`config.mk`:
```
export PLATFORM = sky130hd
export DESIGN_NAME = hpr_receiver
export DESIGN_NICKNAME = d
export VERILOG_FILES = /design/src/core/hpr_pkg.sv /design/src/core/hpr_meas_if.sv /design/src/core/hpr_level_timer.sv /design/src/core/hpr_receiver.sv
export SDC_FILE = /design/constraint.sdc
export NUM_CORES = 1
export LEC_CHECK = 0
export ABC_AREA = 1
export ABC_CLOCK_PERIOD_IN_PS = 3600
export BUFFER_PORTS_ARGS = -buffer_cell sky130_fd_sc_hd__buf_4
export CORE_MARGIN = 10
export CORE_UTILIZATION = 25
export CTS_BUF_LIST = sky130_fd_sc_hd__clkbuf_2
export DETAILED_ROUTE_END_ITERATION = 6
export GPL_TIMING_DRIVEN = 0
export PLACE_DENSITY = 0.5
export REMOVE_ABC_BUFFERS = 1
export SLEW_MARGIN = 10
export SYNTH_ARGS = -nofsm -noshare
export SYNTH_HDL_FRONTEND = slang
export SYNTH_HIERARCHICAL = 1
export SYNTH_SLANG_ARGS = --single-unit
export TNS_END_PERCENT = 20
```
`constraint.sdc`:
```
create_clock -name clk_i -period 3.6 [get_ports clk_i]
set_clock_uncertainty 0.1 [all_clocks]
set_input_delay 0.36 -clock clk_i [delete_from_list [all_inputs] [get_ports clk_i]]
set_output_delay 0.36 -clock clk_i [all_outputs]
set_load 0.005 [all_outputs]
```
`src/core/hpr_pkg.sv`:
```
/*
 * Constants shared by the hot-plug receiver: register indexes, field
 * positions, reset values, event codes and timing counts.
 * Assumes a 10 MHz core clock and a 32-bit AHB-Lite register bus.
 */
package hpr_pkg;

    // Timing
    localparam int CLK_PERIOD_NS = 100;
    localparam int TICK_PERIOD_NS = 10000;
    localparam int TICK_CYC = (TICK_PERIOD_NS + CLK_PERIOD_NS - 1)
                              / CLK_PERIOD_NS;
    localparam int TICK_US = TICK_PERIOD_NS / 1000;
    localparam int PLUG_LOSS_US = 2000;
    localparam int PLUG_LOSS_TICKS = (PLUG_LOSS_US + TICK_US - 1) / TICK_US;
    localparam int RUN_W = 16;

    // Bus
    localparam int DATA_W = 32;
    localparam logic [2:0] HSIZE_WORD = 3'h2;
    localparam int HTRANS_ACTIVE_BIT = 1;

    // Register indexes; byte address is four times the index
    localparam logic [11:0] IDX_CTRL = 12'hC00;
    localparam logic [11:0] IDX_FLAGS = 12'hC01;
    localparam logic [11:0] IDX_MASK = 12'hC02;
    localparam logic [11:0] IDX_QUEUE = 12'hC03;
    localparam logic [11:0] IDX_PULSE_MIN = 12'hC04;
    localparam logic [11:0] IDX_PULSE_MAX = 12'hC05;
    localparam logic [11:0] IDX_RISE_TIME = 12'hC06;
    localparam logic [11:0] IDX_FALL_TIME = 12'hC08;

    // Control fields
    localparam int CTRL_EN_BIT = 0;
    localparam int CTRL_DIR_BIT = 1;
    localparam int CTRL_OUTVAL_BIT = 3;
    localparam int CTRL_LEVEL_BIT = 7;

    // Event flag fields
    localparam int FLAG_W = 4;
    localparam int FLAG_PULSE_BIT = 0;
    localparam int FLAG_FALL_BIT = 1;
    localparam int FLAG_RISE_BIT = 2;
    localparam int FLAG_NE_BIT = 3;
    localparam logic [FLAG_W-1:0] FLAG_W1C_MASK = 4'h7;

    // Queue entries
    localparam int QUEUE_DEPTH = 4;
    localparam int EV_W = 2;
    localparam logic [EV_W-1:0] EV_NONE = 2'h0;
    localparam logic [EV_W-1:0] EV_FALL = 2'h1;
    localparam logic [EV_W-1:0] EV_RISE = 2'h2;
    localparam logic [EV_W-1:0] EV_PULSE = 2'h3;

    // Threshold widths and reset values, in ticks
    localparam int SHORT_W = 8;
    localparam int LONG_W = 16;
    localparam logic [SHORT_W-1:0] PULSE_MIN_RST = 8'h19;
    localparam logic [SHORT_W-1:0] PULSE_MAX_RST = 8'hC8;
    localparam logic [LONG_W-1:0] RISE_TIME_RST = 16'h000A;
    localparam logic [LONG_W-1:0] FALL_TIME_RST = 16'h00FA;

endpackage

```
`src/core/hpr_meas_if.sv`:
```
/*
 * Carrier between the receiver and its level timer.
 * Assumes both ends run on the same core clock.
 */
`timescale 1ns/100ps
interface hpr_meas_if #(
    parameter int RUN_W = hpr_pkg::RUN_W
);
    logic run_en;
    logic level;
    logic rise_edge;
    logic [RUN_W-1:0] run_len;
    logic [RUN_W-1:0] prev_len;

    modport meas (
        input run_en,
        output level,
        output rise_edge,
        output run_len,
        output prev_len
    );

    modport user (
        output run_en,
        input level,
        input rise_edge,
        input run_len,
        input prev_len
    );
endinterface

```
`src/core/hpr_level_timer.sv`:
```
/*
 * Synchronises the hot-plug line and measures how long it has held its
 * current level, in ticks of a fixed prescaler.
 * Assumes a synchronous active-high reset and one core clock.
 */
`timescale 1ns/100ps
module hpr_level_timer #(
    parameter int TICK_CYC = hpr_pkg::TICK_CYC,
    parameter int RUN_W = hpr_pkg::RUN_W
) (
    // Clock and reset
    input wire logic clk_i,
    input wire logic rst_i,
    // Line
    input wire logic line_i,
    // Measurement
    hpr_meas_if.meas m
);
    localparam int PRE_W = $clog2(TICK_CYC + 1);
    localparam logic [PRE_W-1:0] PRE_LAST = PRE_W'(TICK_CYC - 1);

    logic sync1_r, sync2_r, level_r, edge_r;
    logic [PRE_W-1:0] pre_r;
    logic [RUN_W-1:0] run_r, prev_r;

    wire tick = (pre_r == PRE_LAST);
    wire changed = (sync2_r != level_r);
    wire run_full = (run_r == {RUN_W{1'b1}});

    always_ff @(posedge clk_i) begin
        if (rst_i) begin
            sync1_r <= 1'b0;
            sync2_r <= 1'b0;
            level_r <= 1'b0;
        end else begin
            sync1_r <= line_i;
            sync2_r <= sync1_r;
            level_r <= sync2_r;
        end
    end

    always_ff @(posedge clk_i) begin
        if (rst_i || tick) begin
            pre_r <= '0;
        end else begin
            pre_r <= pre_r + 1'b1;
        end
    end

    // Run length restarts on each level change
    always_ff @(posedge clk_i) begin
        if (rst_i || !m.run_en) begin
            run_r <= '0;
            prev_r <= '0;
            edge_r <= 1'b0;
        end else if (changed) begin
            run_r <= '0;
            prev_r <= run_r;
            edge_r <= sync2_r;
        end else begin
            edge_r <= 1'b0;
            if (tick && !run_full) begin
                run_r <= run_r + 1'b1;
            end
        end
    end

    assign m.level = level_r;
    assign m.rise_edge = edge_r;
    assign m.run_len = run_r;
    assign m.prev_len = prev_r;
endmodule // hpr_level_timer

```
`src/core/hpr_receiver.sv`:
```
/*
 * Hot-plug detect receiver: classifies the hot-plug line into debounced
 * rises, debounced falls and short pulses, keeps the logical plug state,
 * raises event flags into a summary interrupt and records events in a
 * four-entry queue. Registers sit on an AHB-Lite slave.
 * Assumes a 10 MHz clock, synchronous active-high reset, one bus slave,
 * single word transfers only.
 */
// Notes on behaviour
// - Plug state stays high during pulse, low debouncing
// - Plug state drops after 2 ms low
// - Glitches leave plug state unchanged
// - Pulse is fall then rise 250us-2ms later
// - Monitor only when enabled and direction input
// - Low between min and max sets pulse flag
// - High for rise time sets rise flag
// - Low for fall time sets fall flag
// - Disabling clears all event flags
// - Set and unmasked flag raises summary interrupt
// - Queue holds up to four events
// - Queue records only when enabled as input
// - Control register shows pin level read-only, while enabled
// - Each event sets its flag; queued only if queue not full
// - Flags report not-empty, rise, fall, pulse
// - Queue write clears valid entries
// - Control bit1 direction, bit0 enable
// - Queue read clears not-empty flag
`timescale 1ns/100ps
module hpr_receiver #(
    parameter int QUEUE_DEPTH = hpr_pkg::QUEUE_DEPTH,
    parameter int TICK_CYC = hpr_pkg::TICK_CYC,
    parameter int PLUG_LOSS_TICKS = hpr_pkg::PLUG_LOSS_TICKS
) (
    // Clock and reset
    input wire logic clk_i,
    input wire logic rst_i,
    // AHB-Lite slave
    input wire logic hsel_i,
    input wire logic [31:0] haddr_i,
    input wire logic [1:0] htrans_i,
    input wire logic hwrite_i,
    input wire logic [2:0] hsize_i,
    input wire logic [31:0] hwdata_i,
    input wire logic hready_i,
    output logic [31:0] hrdata_o,
    output logic hreadyout_o,
    output logic hresp_o,
    // Hot-plug line
    input wire logic plug_pin_i,
    // Status out
    output logic hot_plug_summary_irq_o,
    output logic logical_plug_state_o
);
    localparam int RUN_W = hpr_pkg::RUN_W;
    localparam int FW = hpr_pkg::FLAG_W;
    localparam int EW = hpr_pkg::EV_W;
    localparam int CNT_W = $clog2(QUEUE_DEPTH + 1);
    localparam logic [CNT_W-1:0] CNT_FULL = CNT_W'(QUEUE_DEPTH);
    localparam logic [RUN_W-1:0] LOSS_LEN = RUN_W'(PLUG_LOSS_TICKS);
    localparam int PAD_S = RUN_W - hpr_pkg::SHORT_W;
    localparam int PAD_L = RUN_W - hpr_pkg::LONG_W;

    // Bus state
    logic act_r;
    logic wr_r;
    logic ok_r;
    logic [11:0] idx_r;
    logic [31:0] rdata_r;
    logic ready_r;

    // Registers
    logic en_r;
    logic dir_r;
    logic outval_r;
    logic [FW-1:0] flags_r, flags_nxt;
    logic [FW-1:0] mask_r;
    logic [hpr_pkg::SHORT_W-1:0] pmin_r, pmax_r;
    logic [hpr_pkg::LONG_W-1:0] rise_t_r, fall_t_r;

    // Detection and queue state
    logic stable_r, stable_nxt;
    logic plug_r, plug_nxt;
    logic irq_r;
    logic [EW-1:0] q_r [QUEUE_DEPTH];
    logic [CNT_W-1:0] q_cnt_r;
    logic [EW*QUEUE_DEPTH-1:0] q_word;
    logic [31:0] rd_mux;

    hpr_meas_if #(.RUN_W(RUN_W)) meas ();

    hpr_level_timer #(
        .TICK_CYC(TICK_CYC),
        .RUN_W(RUN_W)
    ) i_hpr_level_timer (
        .clk_i(clk_i),
        .rst_i(rst_i),
        .line_i(plug_pin_i),
        .m(meas)
    );

    // Address phase accept and decode
    wire addr_phase = hsel_i && htrans_i[hpr_pkg::HTRANS_ACTIVE_BIT]
                      && hready_i;
    wire addr_ok = (haddr_i[31:14] == 18'h00000) && (haddr_i[1:0] == 2'h0)
                   && (hsize_i == hpr_pkg::HSIZE_WORD);
    wire wr_go = act_r && wr_r && ok_r;
    wire rd_go = act_r && !wr_r;
    wire sel_ctrl = ok_r && (idx_r == hpr_pkg::IDX_CTRL);
    wire sel_flags = ok_r && (idx_r == hpr_pkg::IDX_FLAGS);
    wire sel_mask = ok_r && (idx_r == hpr_pkg::IDX_MASK);
    wire sel_queue = ok_r && (idx_r == hpr_pkg::IDX_QUEUE);
    wire sel_pmin = ok_r && (idx_r == hpr_pkg::IDX_PULSE_MIN);
    wire sel_pmax = ok_r && (idx_r == hpr_pkg::IDX_PULSE_MAX);
    wire sel_rise = ok_r && (idx_r == hpr_pkg::IDX_RISE_TIME);
    wire sel_fall = ok_r && (idx_r == hpr_pkg::IDX_FALL_TIME);

    always_ff @(posedge clk_i) begin
        if (rst_i) begin
            act_r <= 1'b0;
            wr_r <= 1'b0;
            ok_r <= 1'b0;
            idx_r <= '0;
        end else begin
            act_r <= addr_phase && !rd_go;
            wr_r <= hwrite_i;
            ok_r <= addr_ok;
            idx_r <= haddr_i[13:2];
        end
    end

    // Reads take one wait state so data reflect any write just before
    always_ff @(posedge clk_i) begin
        if (rst_i) begin
            ready_r <= 1'b1;
            rdata_r <= '0;
        end else begin
            ready_r <= !(addr_phase && !hwrite_i && !rd_go);
            if (rd_go) begin
                rdata_r <= rd_mux;
            end
        end
    end

    // Control register
    always_ff @(posedge clk_i) begin
        if (rst_i) begin
            en_r <= 1'b0;
            dir_r <= 1'b0;
            outval_r <= 1'b0;
        end else if (wr_go && sel_ctrl) begin
            en_r <= hwdata_i[hpr_pkg::CTRL_EN_BIT];
            dir_r <= hwdata_i[hpr_pkg::CTRL_DIR_BIT];
            outval_r <= hwdata_i[hpr_pkg::CTRL_OUTVAL_BIT];
        end
    end

    // Mask and thresholds
    always_ff @(posedge clk_i) begin
        if (rst_i) begin
            mask_r <= '0;
            pmin_r <= hpr_pkg::PULSE_MIN_RST;
            pmax_r <= hpr_pkg::PULSE_MAX_RST;
            rise_t_r <= hpr_pkg::RISE_TIME_RST;
            fall_t_r <= hpr_pkg::FALL_TIME_RST;
        end else if (wr_go) begin
            if (sel_mask) begin
                mask_r <= hwdata_i[FW-1:0];
            end
            if (sel_pmin) begin
                pmin_r <= hwdata_i[hpr_pkg::SHORT_W-1:0];
            end
            if (sel_pmax) begin
                pmax_r <= hwdata_i[hpr_pkg::SHORT_W-1:0];
            end
            if (sel_rise) begin
                rise_t_r <= hwdata_i[hpr_pkg::LONG_W-1:0];
            end
            if (sel_fall) begin
                fall_t_r <= hwdata_i[hpr_pkg::LONG_W-1:0];
            end
        end
    end

    // Line classification
    wire listen = en_r && !dir_r;
    assign meas.run_en = listen;
    wire [RUN_W-1:0] pmin_l = {{PAD_S{1'b0}}, pmin_r};
    wire [RUN_W-1:0] pmax_l = {{PAD_S{1'b0}}, pmax_r};
    wire [RUN_W-1:0] rise_l = {{PAD_L{1'b0}}, rise_t_r};
    wire [RUN_W-1:0] fall_l = {{PAD_L{1'b0}}, fall_t_r};

    // Debounced rise after a confirmed low
    wire rise_ev = listen && meas.level && !stable_r
                   && (meas.run_len >= rise_l);
    // Debounced fall after a confirmed high
    wire fall_ev = listen && !meas.level && stable_r
                   && (meas.run_len >= fall_l);
    // Short low pulse closed by a rise within the window
    wire pulse_ev = listen && meas.rise_edge && stable_r
                    && (meas.prev_len >= pmin_l)
                    && (meas.prev_len <= pmax_l);
    wire loss_ev = listen && !meas.level && plug_r
                   && (meas.run_len >= LOSS_LEN);

    always_comb begin
        stable_nxt = stable_r;
        if (!listen) begin
            stable_nxt = 1'b0;
        end else if (rise_ev) begin
            stable_nxt = 1'b1;
        end else if (fall_ev) begin
            stable_nxt = 1'b0;
        end
    end

    // Plug state ignores pulses and stays low until a rise is debounced
    always_comb begin
        plug_nxt = plug_r;
        if (!listen) begin
            plug_nxt = 1'b0;
        end else if (rise_ev) begin
            plug_nxt = 1'b1;
        end else if (loss_ev) begin
            plug_nxt = 1'b0;
        end
    end

    // Event queue, oldest entry at index zero
    wire [EW-1:0] ev_code = pulse_ev ? hpr_pkg::EV_PULSE
                          : rise_ev ? hpr_pkg::EV_RISE
                          : fall_ev ? hpr_pkg::EV_FALL
                          : hpr_pkg::EV_NONE;
    wire ev_any = (ev_code != hpr_pkg::EV_NONE);
    wire q_clear = wr_go && sel_queue;
    wire q_room = q_clear || (q_cnt_r != CNT_FULL);
    wire push = listen && ev_any && q_room;
    wire q_read = rd_go && sel_queue;

    always_ff @(posedge clk_i) begin
        if (rst_i) begin
            q_cnt_r <= '0;
            for (int i = 0; i < QUEUE_DEPTH; i++) begin
                q_r[i] <= hpr_pkg::EV_NONE;
            end
        end else if (q_clear) begin
            q_cnt_r <= push ? CNT_W'(1) : '0;
            q_r[0] <= ev_code;
        end else if (push) begin
            q_r[q_cnt_r[CNT_W-2:0]] <= ev_code;
            q_cnt_r <= q_cnt_r + 1'b1;
        end
    end

    genvar gi;
    generate
        for (gi = 0; gi < QUEUE_DEPTH; gi++) begin : g_qword
            assign q_word[EW*gi +: EW] = (CNT_W'(gi) < q_cnt_r) ? q_r[gi]
                                         : hpr_pkg::EV_NONE;
        end
    endgenerate

    // Event flags: hardware set wins over a same-cycle clear
    wire [FW-1:0] flag_set = {push, rise_ev, fall_ev, pulse_ev};
    wire [FW-1:0] flag_w1c = (wr_go && sel_flags)
                             ? (hwdata_i[FW-1:0] & hpr_pkg::FLAG_W1C_MASK)
                             : '0;
    wire [FW-1:0] flag_rc = q_read ? (FW'(1) << hpr_pkg::FLAG_NE_BIT)
                            : '0;

    always_comb begin
        flags_nxt = (flags_r & ~(flag_w1c | flag_rc)) | flag_set;
        if (!en_r) begin
            flags_nxt = '0;
        end
    end

    always_ff @(posedge clk_i) begin
        if (rst_i) begin
            flags_r <= '0;
            stable_r <= 1'b0;
            plug_r <= 1'b0;
            irq_r <= 1'b0;
        end else begin
            flags_r <= flags_nxt;
            stable_r <= stable_nxt;
            plug_r <= plug_nxt;
            irq_r <= |(flags_nxt & mask_r);
        end
    end

    // Read data selection
    wire level_vis = en_r && meas.level;
    logic [7:0] ctrl_rd;

    always_comb begin
        ctrl_rd = '0;
        ctrl_rd[hpr_pkg::CTRL_EN_BIT] = en_r;
        ctrl_rd[hpr_pkg::CTRL_DIR_BIT] = dir_r;
        ctrl_rd[hpr_pkg::CTRL_OUTVAL_BIT] = outval_r && dir_r;
        ctrl_rd[hpr_pkg::CTRL_LEVEL_BIT] = level_vis;
    end

    always_comb begin
        rd_mux = '0;
        if (sel_ctrl) begin
            rd_mux[7:0] = ctrl_rd;
        end else if (sel_flags) begin
            rd_mux[FW-1:0] = flags_r;
        end else if (sel_mask) begin
            rd_mux[FW-1:0] = mask_r;
        end else if (sel_queue) begin
            rd_mux[EW*QUEUE_DEPTH-1:0] = q_word;
        end else if (sel_pmin) begin
            rd_mux[hpr_pkg::SHORT_W-1:0] = pmin_r;
        end else if (sel_pmax) begin
            rd_mux[hpr_pkg::SHORT_W-1:0] = pmax_r;
        end else if (sel_rise) begin
            rd_mux[hpr_pkg::LONG_W-1:0] = rise_t_r;
        end else if (sel_fall) begin
            rd_mux[hpr_pkg::LONG_W-1:0] = fall_t_r;
        end
    end

    // Response is always OKAY
    always_ff @(posedge clk_i) begin
        if (rst_i) begin
            hresp_o <= 1'b0;
        end else begin
            hresp_o <= 1'b0;
        end
    end

    assign hrdata_o = rdata_r;
    assign hreadyout_o = ready_r;
    assign hot_plug_summary_irq_o = irq_r;
    assign logical_plug_state_o = plug_r;

endmodule // hpr_receiver

```
; After elaboration in Yosys (flattened, before gate mapping)
; Memories as Yosys holds them, arrays and structs flattened.
; Index checks and enable logic that the tools add are counted.
; W data, S select, Z words.
[word_totals]
register_bits = 140
mem_bits_rw = 8
inputBits = 75
out_inout_bits = 36
word_cells = 172
mem_count = 1
[op_classes]
add_sub_neg = 3
magnitude_cmp = 9
n_eq_ne = 13
n_mux = 44
bitwise_logic = 8
reduce_logical = 68
[memory_table]
columns = name, depth, width, read_ports, rd_ports_with_merged_regs, write_ports, line
row1 = q_r, 4, 2, 4, 0, 4, hpr_receiver.sv:84  ; logic [EW-1:0] q_r [QUEUE_DEPTH];
[op_table]
columns = operator, count
row1 = $eq A12 B12 Y1 const B, 8
row2 = $mux W8, 8
row3 = $logic_and A1 B1 Y1, 40
row4 = $ge A16 B16 Y1, 2
row5 = $mux W16, 2
row6 = $mux W12, 2
row7 = $logic_not A18 Y1, 1
row8 = $mux W2, 9
row9 = $add A16 B1 Y16 const B, 1
row10 = $eq A16 B16 Y1 const B, 1
row11 = $ge A16 B8 Y1, 1
row12 = $ge A16 B8 Y1 const B, 1
row13 = $le A16 B8 Y1, 1
row14 = $mux W1, 16
row15 = $mux W4, 4
row16 = $reduce_and A2 Y1, 5
row17 = $logic_not A1 Y1, 9
row18 = $mux W3, 3
row19 = $and A4 B4 Y4, 2
row20 = $reduce_bool A2 Y1, 4
row21 = $reduce_or A2 Y1, 4
row22 = $add A7 B1 Y7 const B, 1
row23 = $eq A7 B7 Y1 const B, 1
row24 = $lt A1 B3 Y1 const A, 2
row25 = 13 further kinds, 17

; Depth between registers and ports, before layout
; Gate-level depths: netlist (run 1).
[depth]
depth_word = 17
depth_mapped = 18
ltp_nobuf = 18

; Hierarchy
; Netlist (run 1), hierarchy kept.
[by_module_without_submodules]
columns = module, n_inst, cells_each, area_per_inst_um2
row1 = hpr_receiver, 1, 844, 6013.3
row2 = hpr_level_timer, 1, 290, 2062.0

; Worst setup path after synthesis (run 1)
; Ideal clock, no wire load.
[synth_timing]
path_type = flip-flop to flip-flop
start = register i_hpr_level_timer.run_r[11], in the netlist i_hpr_level_timer/m.run_len[11]
end = memory q_r[0][0] in the netlist's numbering, enable pin
setup_ns = 0.298
t_arrival_ns = 1.719
required_time_ns = 3.202
path_slack_ns = 1.483
path_stages_with_launch = 12
n_path_buf = 0
period_less_slack_ns = 2.117
cell_sequence = dfxtp_1 > ha_1 > nand4_1 > nor3_1 > nand3_1 > nand3_1 > nand2_1 > nand3_1 > nand3_2 > nand2_2 > nand3_1 > nand2_1
[synth_rtl]
columns = item, line
row1 = "start, declared", hpr_level_timer.sv:24  ; logic [RUN_W-1:0] run_r, prev_r;
row2 = "start signal, assigned", hpr_level_timer.sv:63  ; run_r <= run_r + 1'b1;
row3 = "end, declared", hpr_receiver.sv:84

; Worst setup path in the final report (run 1)
[layout_timing]
start = register ok_r
end = register rise_t_r, in the netlist rise_l[0]
[layout_between]
elab_chain_len = 2
word_cells_on_any_way = 3
classes_between = 3 x reduce/logical
[layout_lines]
columns = item, line
row1 = "start, declared", hpr_receiver.sv:66  ; logic ok_r;
row2 = "start signal, assigned", hpr_receiver.sv:126  ; ok_r <= addr_ok;
row3 = $logic_and A1 B1 Y1 (on tied branches), "hpr_receiver.sv:106, hpr_receiver.sv:114"
row4 = $reduce_and A2 Y1 (no line) *, --
row5 = "end signal, assigned", hpr_receiver.sv:163  ; rise_t_r <= hpr_pkg::RISE_TIME_RST;
row6 = "end signal, assigned", hpr_receiver.sv:176  ; rise_t_r <= hwdata_i[hpr_pkg::LONG_W-1:0];
row7 = "end, declared", hpr_receiver.sv:78  ; logic [hpr_pkg::LONG_W-1:0] rise_t_r, fall_t_r;
; Mark *: on every way between the ends. The rest lies on a longest branch, timed or not.
; A chain may end at the register's enable or synchronous reset.

==> impl_metrics.tcl, run 1 <==
set metrics [dict create \
    status "completed" \
    dr.pass1.iters 6 \
    route.met2.wl_mm 10.1 \
    htreeDepth 4 \
    area_growth_syn_to_layout_pct 19.9 \
    ys_seq_elements 148 \
    finish.utilization_pct 30.5 \
    grt_pass1_wl_mm 38.1 \
    irDropWorstVdd_mv 0.150 \
    cp-start-kind "flop" \
    start_util_pct 25.5 \
    end_kind "flop" \
    r2r-end "rise_l[0]" \
    grt_overflow_total 0 \
    grt_pass1_vias 7433 \
    met3_wirelength_mm 1.23 \
    ctsLongestPathBuffers 2 \
    fp.dieH_um 200 \
    finalHoldViolations 0 \
    fillers 3502 \
    core_area_um2 31700 \
    synth_top_flop_cell "dfxtp_1" \
    min_from "haddr_i[9]" \
    drt_iter0_drc 505 \
    numPortBuffers 76 \
    whs_path_depth 4 \
    fin_setup_tns_ns 0 \
    timing.fmax_mhz 313 \
    min_period_ns 3.19 \
    finalSetupViolCount 0 \
    synth_area_um2 8080 \
    cts.reportedPaths.clkPinSlew_ns 0.21 \
    yosys.cell_types.count 44 \
    ys_async_sr_fraction_pct 0 \
    rr_worst_depth 7 \
    path_class "reg2reg" \
    cts_buffers 17 \
    routed.top_layer "met4" \
    grt_usage_pct 12.0 \
    ant_nets 0 \
    syn_area_per_cell_um2 7.12 \
    totalWireLength_mm 23.3 \
    route.detailed.drc 0 \
    holdPathEnd "idx_r[7]" \
    p_per_area_nw_per_um2 289 \
    power_mw 2.80 \
    place_hpwl_mm 17.8 \
    clock_latency_ns 0.75 \
    antenna_found_initial 1 \
    grt_max_degree 38 \
    row_count 65 \
    die_w_um 200 \
    fin_cells 1663 \
    post_drt_wl_per_cell_um 14.0 \
    tritoncts "yes" \
    fin_crit_sh_pct 88.7 \
    hold_class "in2reg" \
    drive_gt1_share_pct 12.3 \
    fin_nets 1375 \
    wirelength_met1_mm 11.8 \
    reg2reg_from "ok_r" \
    clk_root_buffer_cell "clkbuf_2" \
    yosys_warnings 6 \
    p_leak_nw 4.34 \
    ios 111 \
    crit_path_max_fanout 32 \
    rsz0062_at_grt "false" \
    tightest_slew_ns 1.26 \
    cts.sinks 148 \
    vias 7527 \
    dpl.cell_count 1585 \
    via_per_inst 4.53 \
    die_area_um2 39900 \
    ys_seq_area_share_pct 37.7 \
    drv_slew 0 \
    rrSetupSlack_ns 0.41 \
    gp_congestion 0.829 \
    required_ns 4.11 \
    maxCapViolations 0 \
    worstPathArrival_ns 3.70 \
    max-slew-margin-rel_pct 16.0 \
    synth-edff-count 8 \
    netlist_instances 1134 \
]
-- logic make-up after synthesis --
family	count (synthesis)	share of synthesized area, %
fa+ha+maj	52	8.06
compound gates	217	14.6
flops	148	37.7
xor+xnor	2	0.217
other cells	1	0.0464
simple gates	507	28.9
buf+inv	207	10.5
-- synthesized netlist by cell type, types with 2 or more instances --
master / number / share of area (%)
o211ai_1: 13 / 1.2
xor2_1: 2 / 0.22
ha_1: 52 / 8.1
edfxtp_1: 8 / 3.0
nor3_2: 3 / 0.37
buf_4: 18 / 1.7
nand2_1: 230 / 11
o2111ai_1: 2 / 0.22
or2_2: 2 / 0.15
a21o_1: 3 / 0.28
buf_1: 2 / 0.093
o22ai_1: 5 / 0.39
o21a_1: 3 / 0.28
dfxtp_1: 140 / 35
a22o_1: 3 / 0.33
o21ai_0: 94 / 5.8
nor2_2: 6 / 0.46
nand2_4: 3 / 0.42
nand2_2: 6 / 0.46
nor4_1: 10 / 0.77
inv_1: 155 / 7.2
a31oi_1: 4 / 0.31
buf_2: 5 / 0.31
nor3_1: 9 / 0.56
nand4_1: 22 / 1.7
nand3_2: 3 / 0.37
nand3_1: 63 / 3.9
nor2_4: 9 / 1.3
nand3b_1: 2 / 0.19
inv_2: 6 / 0.28
clkbuf_1: 20 / 0.93
o21ai_1: 5 / 0.31
nand3_4: 4 / 0.87
a21oi_1: 81 / 5.0
nor2_1: 132 / 6.1
-- routing by layer --
metal / global-route usage, % / vias up
met3: 2.56 / 18
met2: 18.7 / 173
met4: 2.58 / 0
met5: 0 / -
met1: 16.5 / 3423
li1: - / 3913
-- final cells by class --
type	count	area, µm²	area share, %
Antenna cell	1	2.50	0.0259
Tap cell	402	503	5.20
Clock buffer	19	95.1	0.982
Multi-Input combinational cell	795	4250	43.9
Sequential cell	148	3040	31.4
Clock inverter	12	115	1.19
Timing Repair Buffer	124	1070	11.0
Inverter	162	608	6.28
-- flip-flops by register name (all words and copies together) (netlist names), 4 cells and up --
signal                        flops
i_hpr_level_timer/pre_r           7
hrdata_o                         16
fall_l                           16
pmax_r                            8
i_hpr_level_timer/m.run_len      16
flags_r                           4
idx_r                            12
rise_l                           16
mask_r                            4
q_r                               8
pmin_r                            8
i_hpr_level_timer/m.prev_len     16
-- cells in the final DEF, fill, tap and decap left out, types with 2 or more instances in the layout --
master         instances
o2111ai_1              2
clkinv_2               3
nor4_1                10
nand3_4                4
nor3_2                 3
bufinv_16              2
a22o_1                 3
buf_4                 76
clkinv_1               4
nor2_2                 7
nand2_1              229
nand3b_1               2
nand3_1               63
inv_1                154
o211ai_1              13
xor2_1                 2
nor2_4                 9
a21oi_1               81
inv_2                  8
dfxtp_1              140
nand4_1               22
nand2_4                3
o21a_1                 3
nor2_1               131
clkinv_4               2
nor3_1                 9
clkbuf_2              19
a31oi_1                4
o21ai_0               94
nand3_2                3
o22ai_1                5
or2_2                  2
a21o_1                 3
ha_1                  52
edfxtp_1               8
nand2_2                7
conb_1                17
o21ai_1                5
dlygate4sd3_1         46
-- critical path, cell delays in order (launching register included) --
cell and delay, ns:
dfxtp_1 0.58, inv_1 0.23, nor3_2 0.41, nand3_1 0.63, inv_1 0.31, nand2_2 0.42, o21ai_0 0.33, a21oi_1 0.06
-- worst max path at each step --
stage,startpoint,end,slack (ns),cells after the start
final,ok_r,rise_l[0],0.41,7
after floorplan,ok_r,rise_l[0],1.27,7
after global placement,ok_r,rise_l[9],0.07,7
after CTS,ok_r,rise_l[9],0.04,7
after global routing,ok_r,rise_l[7],0.1,7
after detailed placement,ok_r,rise_l[9],0.04,7
-- per-stage QoR --
stage | area, µm² | setup slack [ns] | hold WS (ns)
after floorplan | 7890 | 1.27 | 0.288
after global placement | 8970 | 0.0737 | 0.307
after detailed placement | 9000 | 0.0416 | 0.308
after CTS | 9670 | 0.0445 | 0.204
after global routing | 9680 | 0.0993 | 0.210
final | 9680 | 0.405 | 0.256
-- what timing repair did --
action / 4_1_cts / 5_1_grt
buffers inserted: 0 / 0
gates resized for setup: 0 / 1
hold buffers: 46 / 0
endpoints found under the setup margin: 0 / 16
hold endpoints to repair: 80 / 0
-- where the power goes --
| part | internal (mW) | leakage [nW] | switching, mW | total (mW) |
|---|---|---|---|---|
| clock network | 0.310 | 0.136 | 0.625 | 0.935 |
| logic | 0.0917 | 2.99 | 0.0902 | 0.182 |
| registers | 1.67 | 1.21 | 0.0105 | 1.68 |
Power figures use the tool's default switching activity.
==> inputs of run 2 (changes only) <==
--- a/config.mk
+++ b/config.mk
@@ -7,13 +7,13 @@
 export LEC_CHECK = 0
 export ABC_AREA = 1
 export ABC_CLOCK_PERIOD_IN_PS = 3600
-export BUFFER_PORTS_ARGS = -buffer_cell sky130_fd_sc_hd__buf_4
 export CORE_MARGIN = 10
 export CORE_UTILIZATION = 25
 export CTS_BUF_LIST = sky130_fd_sc_hd__clkbuf_2
 export DETAILED_ROUTE_END_ITERATION = 6
+export DONT_BUFFER_PORTS = 1
 export GPL_TIMING_DRIVEN = 0
-export PLACE_DENSITY = 0.5
+export PLACE_DENSITY = 0.47
 export REMOVE_ABC_BUFFERS = 1
 export SLEW_MARGIN = 10
 export SYNTH_ARGS = -nofsm -noshare
==> run 2 against run 1 <==
Largest cell class unchanged. Utilization shrank 2.0 points. Die area is the same. Clock power shrank 11%. Highest routed layer is now met5. Critical endpoint is now rise_l[10]. Setup slack gained 0.050 ns. Combinational power shrank 27%.
==> impl_metrics.tcl, run 2 (synthesis results as in run 1) <==
set metrics [dict create \
    drt_iter0_drc 432 \
    fillers 3557 \
    cts.reportedPaths.clkPinSlew_ns 0.22 \
    grt_pass1_wl_mm 38.0 \
    final_common_cell "nand2_1" \
    timing.fmax_mhz 318 \
    die_w_um 200 \
    whs_path_depth 3 \
    p_leak_nw 3.90 \
    rrSetupSlack_ns 0.46 \
    grt_pass1_vias 7034 \
    max-slew-margin-rel_pct 36.6 \
    rsz0062_at_grt "false" \
    core_area_um2 31700 \
    p_per_area_nw_per_um2 293 \
    status "completed" \
    min_from "haddr_i[7]" \
    path_class "reg2reg" \
    ctsLongestPathBuffers 2 \
    cts_buffers 17 \
    finalSetupViolCount 0 \
    route.detailed.drc 0 \
    crit_path_max_fanout 32 \
    vias 7255 \
    met2_usage_pct 18.5 \
    clock_latency_ns 0.80 \
    worstPathArrival_ns 3.72 \
    reg2reg_from "ok_r" \
    fp.dieH_um 200 \
    start_util_pct 25.5 \
    cp_slowest_cell "nand3_1" \
    dr.pass1.iters 5 \
    irDropWorstVdd_mv 0.150 \
    critPathMaxStageDelay_ns 0.62 \
    die_area_um2 39900 \
    fin_setup_tns_ns 0 \
    numPortBuffers 0 \
    grt_usage_pct 12.2 \
    tightest_slew_ns 0.949 \
    grt_max_degree 54 \
    rr_worst_depth 7 \
    drv_slew 0 \
    r2r-end "rise_l[10]" \
    gp_congestion 0.814 \
    finalHoldViolations 0 \
    p_seq_share_pct 63.6 \
    multiInputGateArea_um2 4250 \
    required_ns 4.18 \
    seq_area_um2 3040 \
    pwr-share-clk_pct 31.4 \
    fin_nets 1293 \
    use_met3_pct 2.79 \
    path_cells "inv_1 > nor3_2 > nand3_1 > inv_1 > nand2_2 > o21ai_0 > a21oi_1" \
    ant_nets 0 \
    cellInternalPower_mw 1.90 \
    clk_root_buffer_cell "clkbuf_2" \
    post_drt_wl_per_cell_um 14.8 \
    totalWireLength_mm 23.4 \
    finish.utilization_pct 28.5 \
    netSwitchingPower_mw 0.753 \
    htreeDepth 4 \
    antenna_found_initial 2 \
    grtUsageMet1_pct 16.7 \
    end_kind "flop" \
    min_period_ns 3.14 \
    p_comb_share_pct 5.0 \
    swShare_pct 28.4 \
    grt_overflow_total 0 \
    via_per_inst 4.59 \
    crit_top_cell "inv_1" \
    cp-start-kind "flop" \
    tritoncts "yes" \
    hold_class "in2reg" \
    holdPathEnd "idx_r[5]" \
    busiest_layer "met2" \
    cts.sinks 148 \
    drive_gt1_share_pct 7.04 \
    final_cell_mix "nand2_1, inv_1, dfxtp_1, nor2_1, o21ai_0" \
    fin_crit_sh_pct 87.4 \
    place_hpwl_mm 17.8 \
    maxCapViolations 0 \
    row_count 65 \
    ios 111 \
    area_growth_syn_to_layout_pct 11.9 \
]
[run 2: power groups by stage]
stage               logic, mW  clock network (mW)  registers, mW
floorplan              0.0609                   0           1.71
global placement       0.0803                   0           1.72
detailed placement     0.0826                   0           1.72
CTS                     0.131               0.877           1.69
global route            0.149               0.955           1.69
finish                  0.132               0.833           1.68
[run 2: layout make-up]
cell class / count / share of cell area, %
Antenna cell: 1 / 0.0277
Clock buffer: 18 / 0.997
Clock inverter: 14 / 0.997
Inverter: 162 / 6.73
Multi-Input combinational cell: 795 / 47.1
Sequential cell: 148 / 33.7
Tap cell: 402 / 5.57
Timing Repair Buffer: 42 / 4.93
[run 2: metrics by stage]
stage                     power [mW]  setup WS [ns]  area (µm²)  hold slack [ns]  instances
final                           2.65          0.455        9030           0.0894       1582
after global routing            2.79          0.144        9030          0.00698       1582
after CTS                       2.69         0.0370        9020           0.0131       1581
after detailed placement        1.80         0.0516        8430            0.310       1509
after global placement          1.80         0.0736        8400            0.319       1507
after floorplan                 1.77           1.27        7890            0.288       1105
[run 2: layer usage]
layer,share of wire [%],routed length (µm)
met1,50,11800
met2,43,10100
met3,5.1,1190
met4,1.4,320
met5,0.056,13
[run 2: worst max-delay path by stage]
stage / cells past startpoint / to / startpoint
CTS: 7 / rise_l[10] / ok_r
finish: 7 / rise_l[10] / ok_r
global route: 7 / rise_l[10] / ok_r
global placement: 7 / rise_l[10] / ok_r
floorplan: 7 / rise_l[0] / ok_r
detailed placement: 7 / rise_l[10] / ok_r
[run 2: timing repair]
action | 4_1_cts | 5_1_grt
setup endpoints to repair | 0 | 16
buffers inserted | 0 | 0
hold buffers | 40 | 0
hold endpoints to repair | 141 | 0
gates resized for setup | 0 | 1
[run 2: worst max-delay path, delay by kind of cell (launching register included)]
| kind | cells | cell delay, ns |
|---|---|---|
| AND/OR/NAND/NOR | 3 | 1.37 |
| flip-flops | 1 | 0.61 |
| buffers and inverters | 2 | 0.55 |
| AO/OA/AOI/OAI | 2 | 0.43 |
==> inputs of run 3 (changes only) <==
--- a/config.mk
+++ b/config.mk
@@ -12,7 +12,6 @@
 export CTS_BUF_LIST = sky130_fd_sc_hd__clkbuf_2
 export DETAILED_ROUTE_END_ITERATION = 6
 export DONT_BUFFER_PORTS = 1
-export GPL_TIMING_DRIVEN = 0
 export PLACE_DENSITY = 0.47
 export REMOVE_ABC_BUFFERS = 1
 export SLEW_MARGIN = 10
==> run 3 against run 2 <==
Clock power grew 15%. Largest power group unchanged. Critical endpoint is now hrdata_o[2]. Sequential cell count did not move. Hold slack gained 0.022 ns. Highest routed layer unchanged. First-iteration DRC count down 27%. Setup slack improved by 0.051 ns. Utilization is 0.22 points higher.
==> impl_metrics.tcl, run 3 (synthesis results as in run 1) <==
set metrics [dict create \
    via_per_inst 4.56 \
    status "completed" \
    crit_path_max_fanout 13 \
    cellInternalPower_mw 2.04 \
    antenna_found_initial 3 \
    dr.pass1.iters 5 \
    clk_root_buffer_cell "clkbuf_2" \
    post_drt_wl_per_cell_um 14.6 \
    numPortBuffers 0 \
    seq_area_um2 3040 \
    pwr-share-clk_pct 34.5 \
    final_cell_mix "nand2_1, inv_1, dfxtp_1, nor2_1, o21ai_0" \
    gp_congestion 0.805 \
    finalWorstSetupSlack_ns 0.506 \
    holdWs_ns 0.111 \
    ios 111 \
    post_dp_cell_area_um2 8460 \
    stdcell_area_um2 9100 \
    power_mw 2.77 \
    cts.sinks 148 \
    vias 7251 \
    totalWireLength_mm 23.2 \
    required_ns 4.23 \
    grt_overflow_total 0 \
    grt_pass1_wl_mm 37.7 \
    r2r-end "hrdata_o[2]" \
    drt_iter0_drc 315 \
    fp.dieH_um 200 \
    finalSetupViolCount 0 \
    tritoncts "yes" \
    cts_buffers 17 \
    rr_worst_depth 12 \
    p_per_area_nw_per_um2 304 \
    cp-startpoint "idx_r[0]" \
    p_leak_nw 3.96 \
    die_w_um 200 \
    fin_nets 1300 \
    ctsLongestPathBuffers 2 \
    grt_pass1_vias 6988 \
    start_util_pct 25.5 \
    swShare_pct 26.5 \
    drive_gt1_share_pct 7.25 \
    fin_setup_tns_ns 0 \
    route.detailed.drc 0 \
    min_from "haddr_i[2]" \
    rrSetupSlack_ns 0.51 \
    path_class "reg2reg" \
    area_growth_syn_to_layout_pct 12.8 \
    finalHoldViolations 0 \
    p_comb_share_pct 4.7 \
    multiInputGateArea_um2 4240 \
    htreeDepth 4 \
    reg2reg_from "idx_r[0]" \
    netSwitchingPower_mw 0.733 \
    core_area_um2 31700 \
    tightest_slew_ns 0.861 \
    drv_slew 0 \
    final_common_cell "nand2_1" \
    irDropWorstVdd_mv 0.176 \
    fin_crit_sh_pct 85.9 \
    die_area_um2 39900 \
    grt_max_degree 41 \
    timing.fmax_mhz 323 \
    cp-start-kind "flop" \
    whs_path_depth 3 \
    holdPathEnd "idx_r[0]" \
    maxCapViolations 0 \
    fillers 3502 \
    place_hpwl_mm 17.8 \
    worstPathArrival_ns 3.72 \
    grt_usage_pct 12.1 \
    max-slew-margin-rel_pct 42.4 \
    ant_nets 0 \
    min_period_ns 3.09 \
    dp_slack_ns 0.858 \
    row_count 65 \
    end_kind "flop" \
    p_seq_share_pct 60.8 \
    hold_class "in2reg" \
    cts_resized 0 \
    rsz0062_at_grt "false" \
    cts.reportedPaths.clkPinSlew_ns 0.25 \
    clock_latency_ns 0.76 \
]
[run 3: layout make-up]
type / instances / area share [%]
tap: 402 / 5.52
antenna: 2 / 0.0550
timing repair buffer: 49 / 5.25
clock inverter: 14 / 1.50
clock buffer: 18 / 0.989
sequential: 148 / 33.4
inverter: 162 / 6.68
multi-input combinational: 795 / 46.6
[run 3: timing repair]
action | CTS | global route
setup buffers | 0 | 0
hold endpoints to repair | 128 | 0
hold buffers | 40 | 0
[run 3: worst max-delay path by stage]
stage | end | slack [ns] | cells past startpoint
5_1_grt | hrdata_o[2] | 0.20 | 12
6_report | hrdata_o[2] | 0.51 | 12
2_1_floorplan | rise_l[0] | 1.27 | 7
4_1_cts | hrdata_o[2] | 0.54 | 12
3_5_place_dp | q_r[2][0] | 0.86 | 11
3_3_place_gp | q_r[2][1] | 0.92 | 11
[run 3: per-stage QoR]
step	cells	utilization [%]
floorplan	1105	-
global placement	1516	26.7
detailed placement	1516	26.7
CTS	1588	28.7
global route	1590	28.7
finish	1590	28.7
[run 3: critical path, cell delays in order, from the launching register on]
cell,delay [ns]
dfxtp_1,0.41
nor2_1,0.36
inv_1,0.11
nor2_1,0.33
nand2_1,0.42
o22ai_1,0.34
nor2_1,0.08
nand3b_1,0.08
nand2_1,0.05
nand2_1,0.05
nand2_1,0.06
a21oi_1,0.12
dlygate4sd3_1,0.55
[run 3: metal layers]
layer | wire length [µm] | GRT usage, %
met1 | 11700 | 16.6
met2 | 10100 | 18.5
met3 | 1160 | 2.67
met4 | 281 | 3.48
met5 | 13 | 0
[run 3: power groups by stage]
stage | sequential, mW | combinational (mW) | clock, mW
global route | 1.69 | 0.148 | 1.07
detailed placement | 1.72 | 0.0832 | 0
CTS | 1.69 | 0.131 | 1.01
global placement | 1.72 | 0.0821 | 0
floorplan | 1.71 | 0.0609 | 0
finish | 1.68 | 0.130 | 0.956
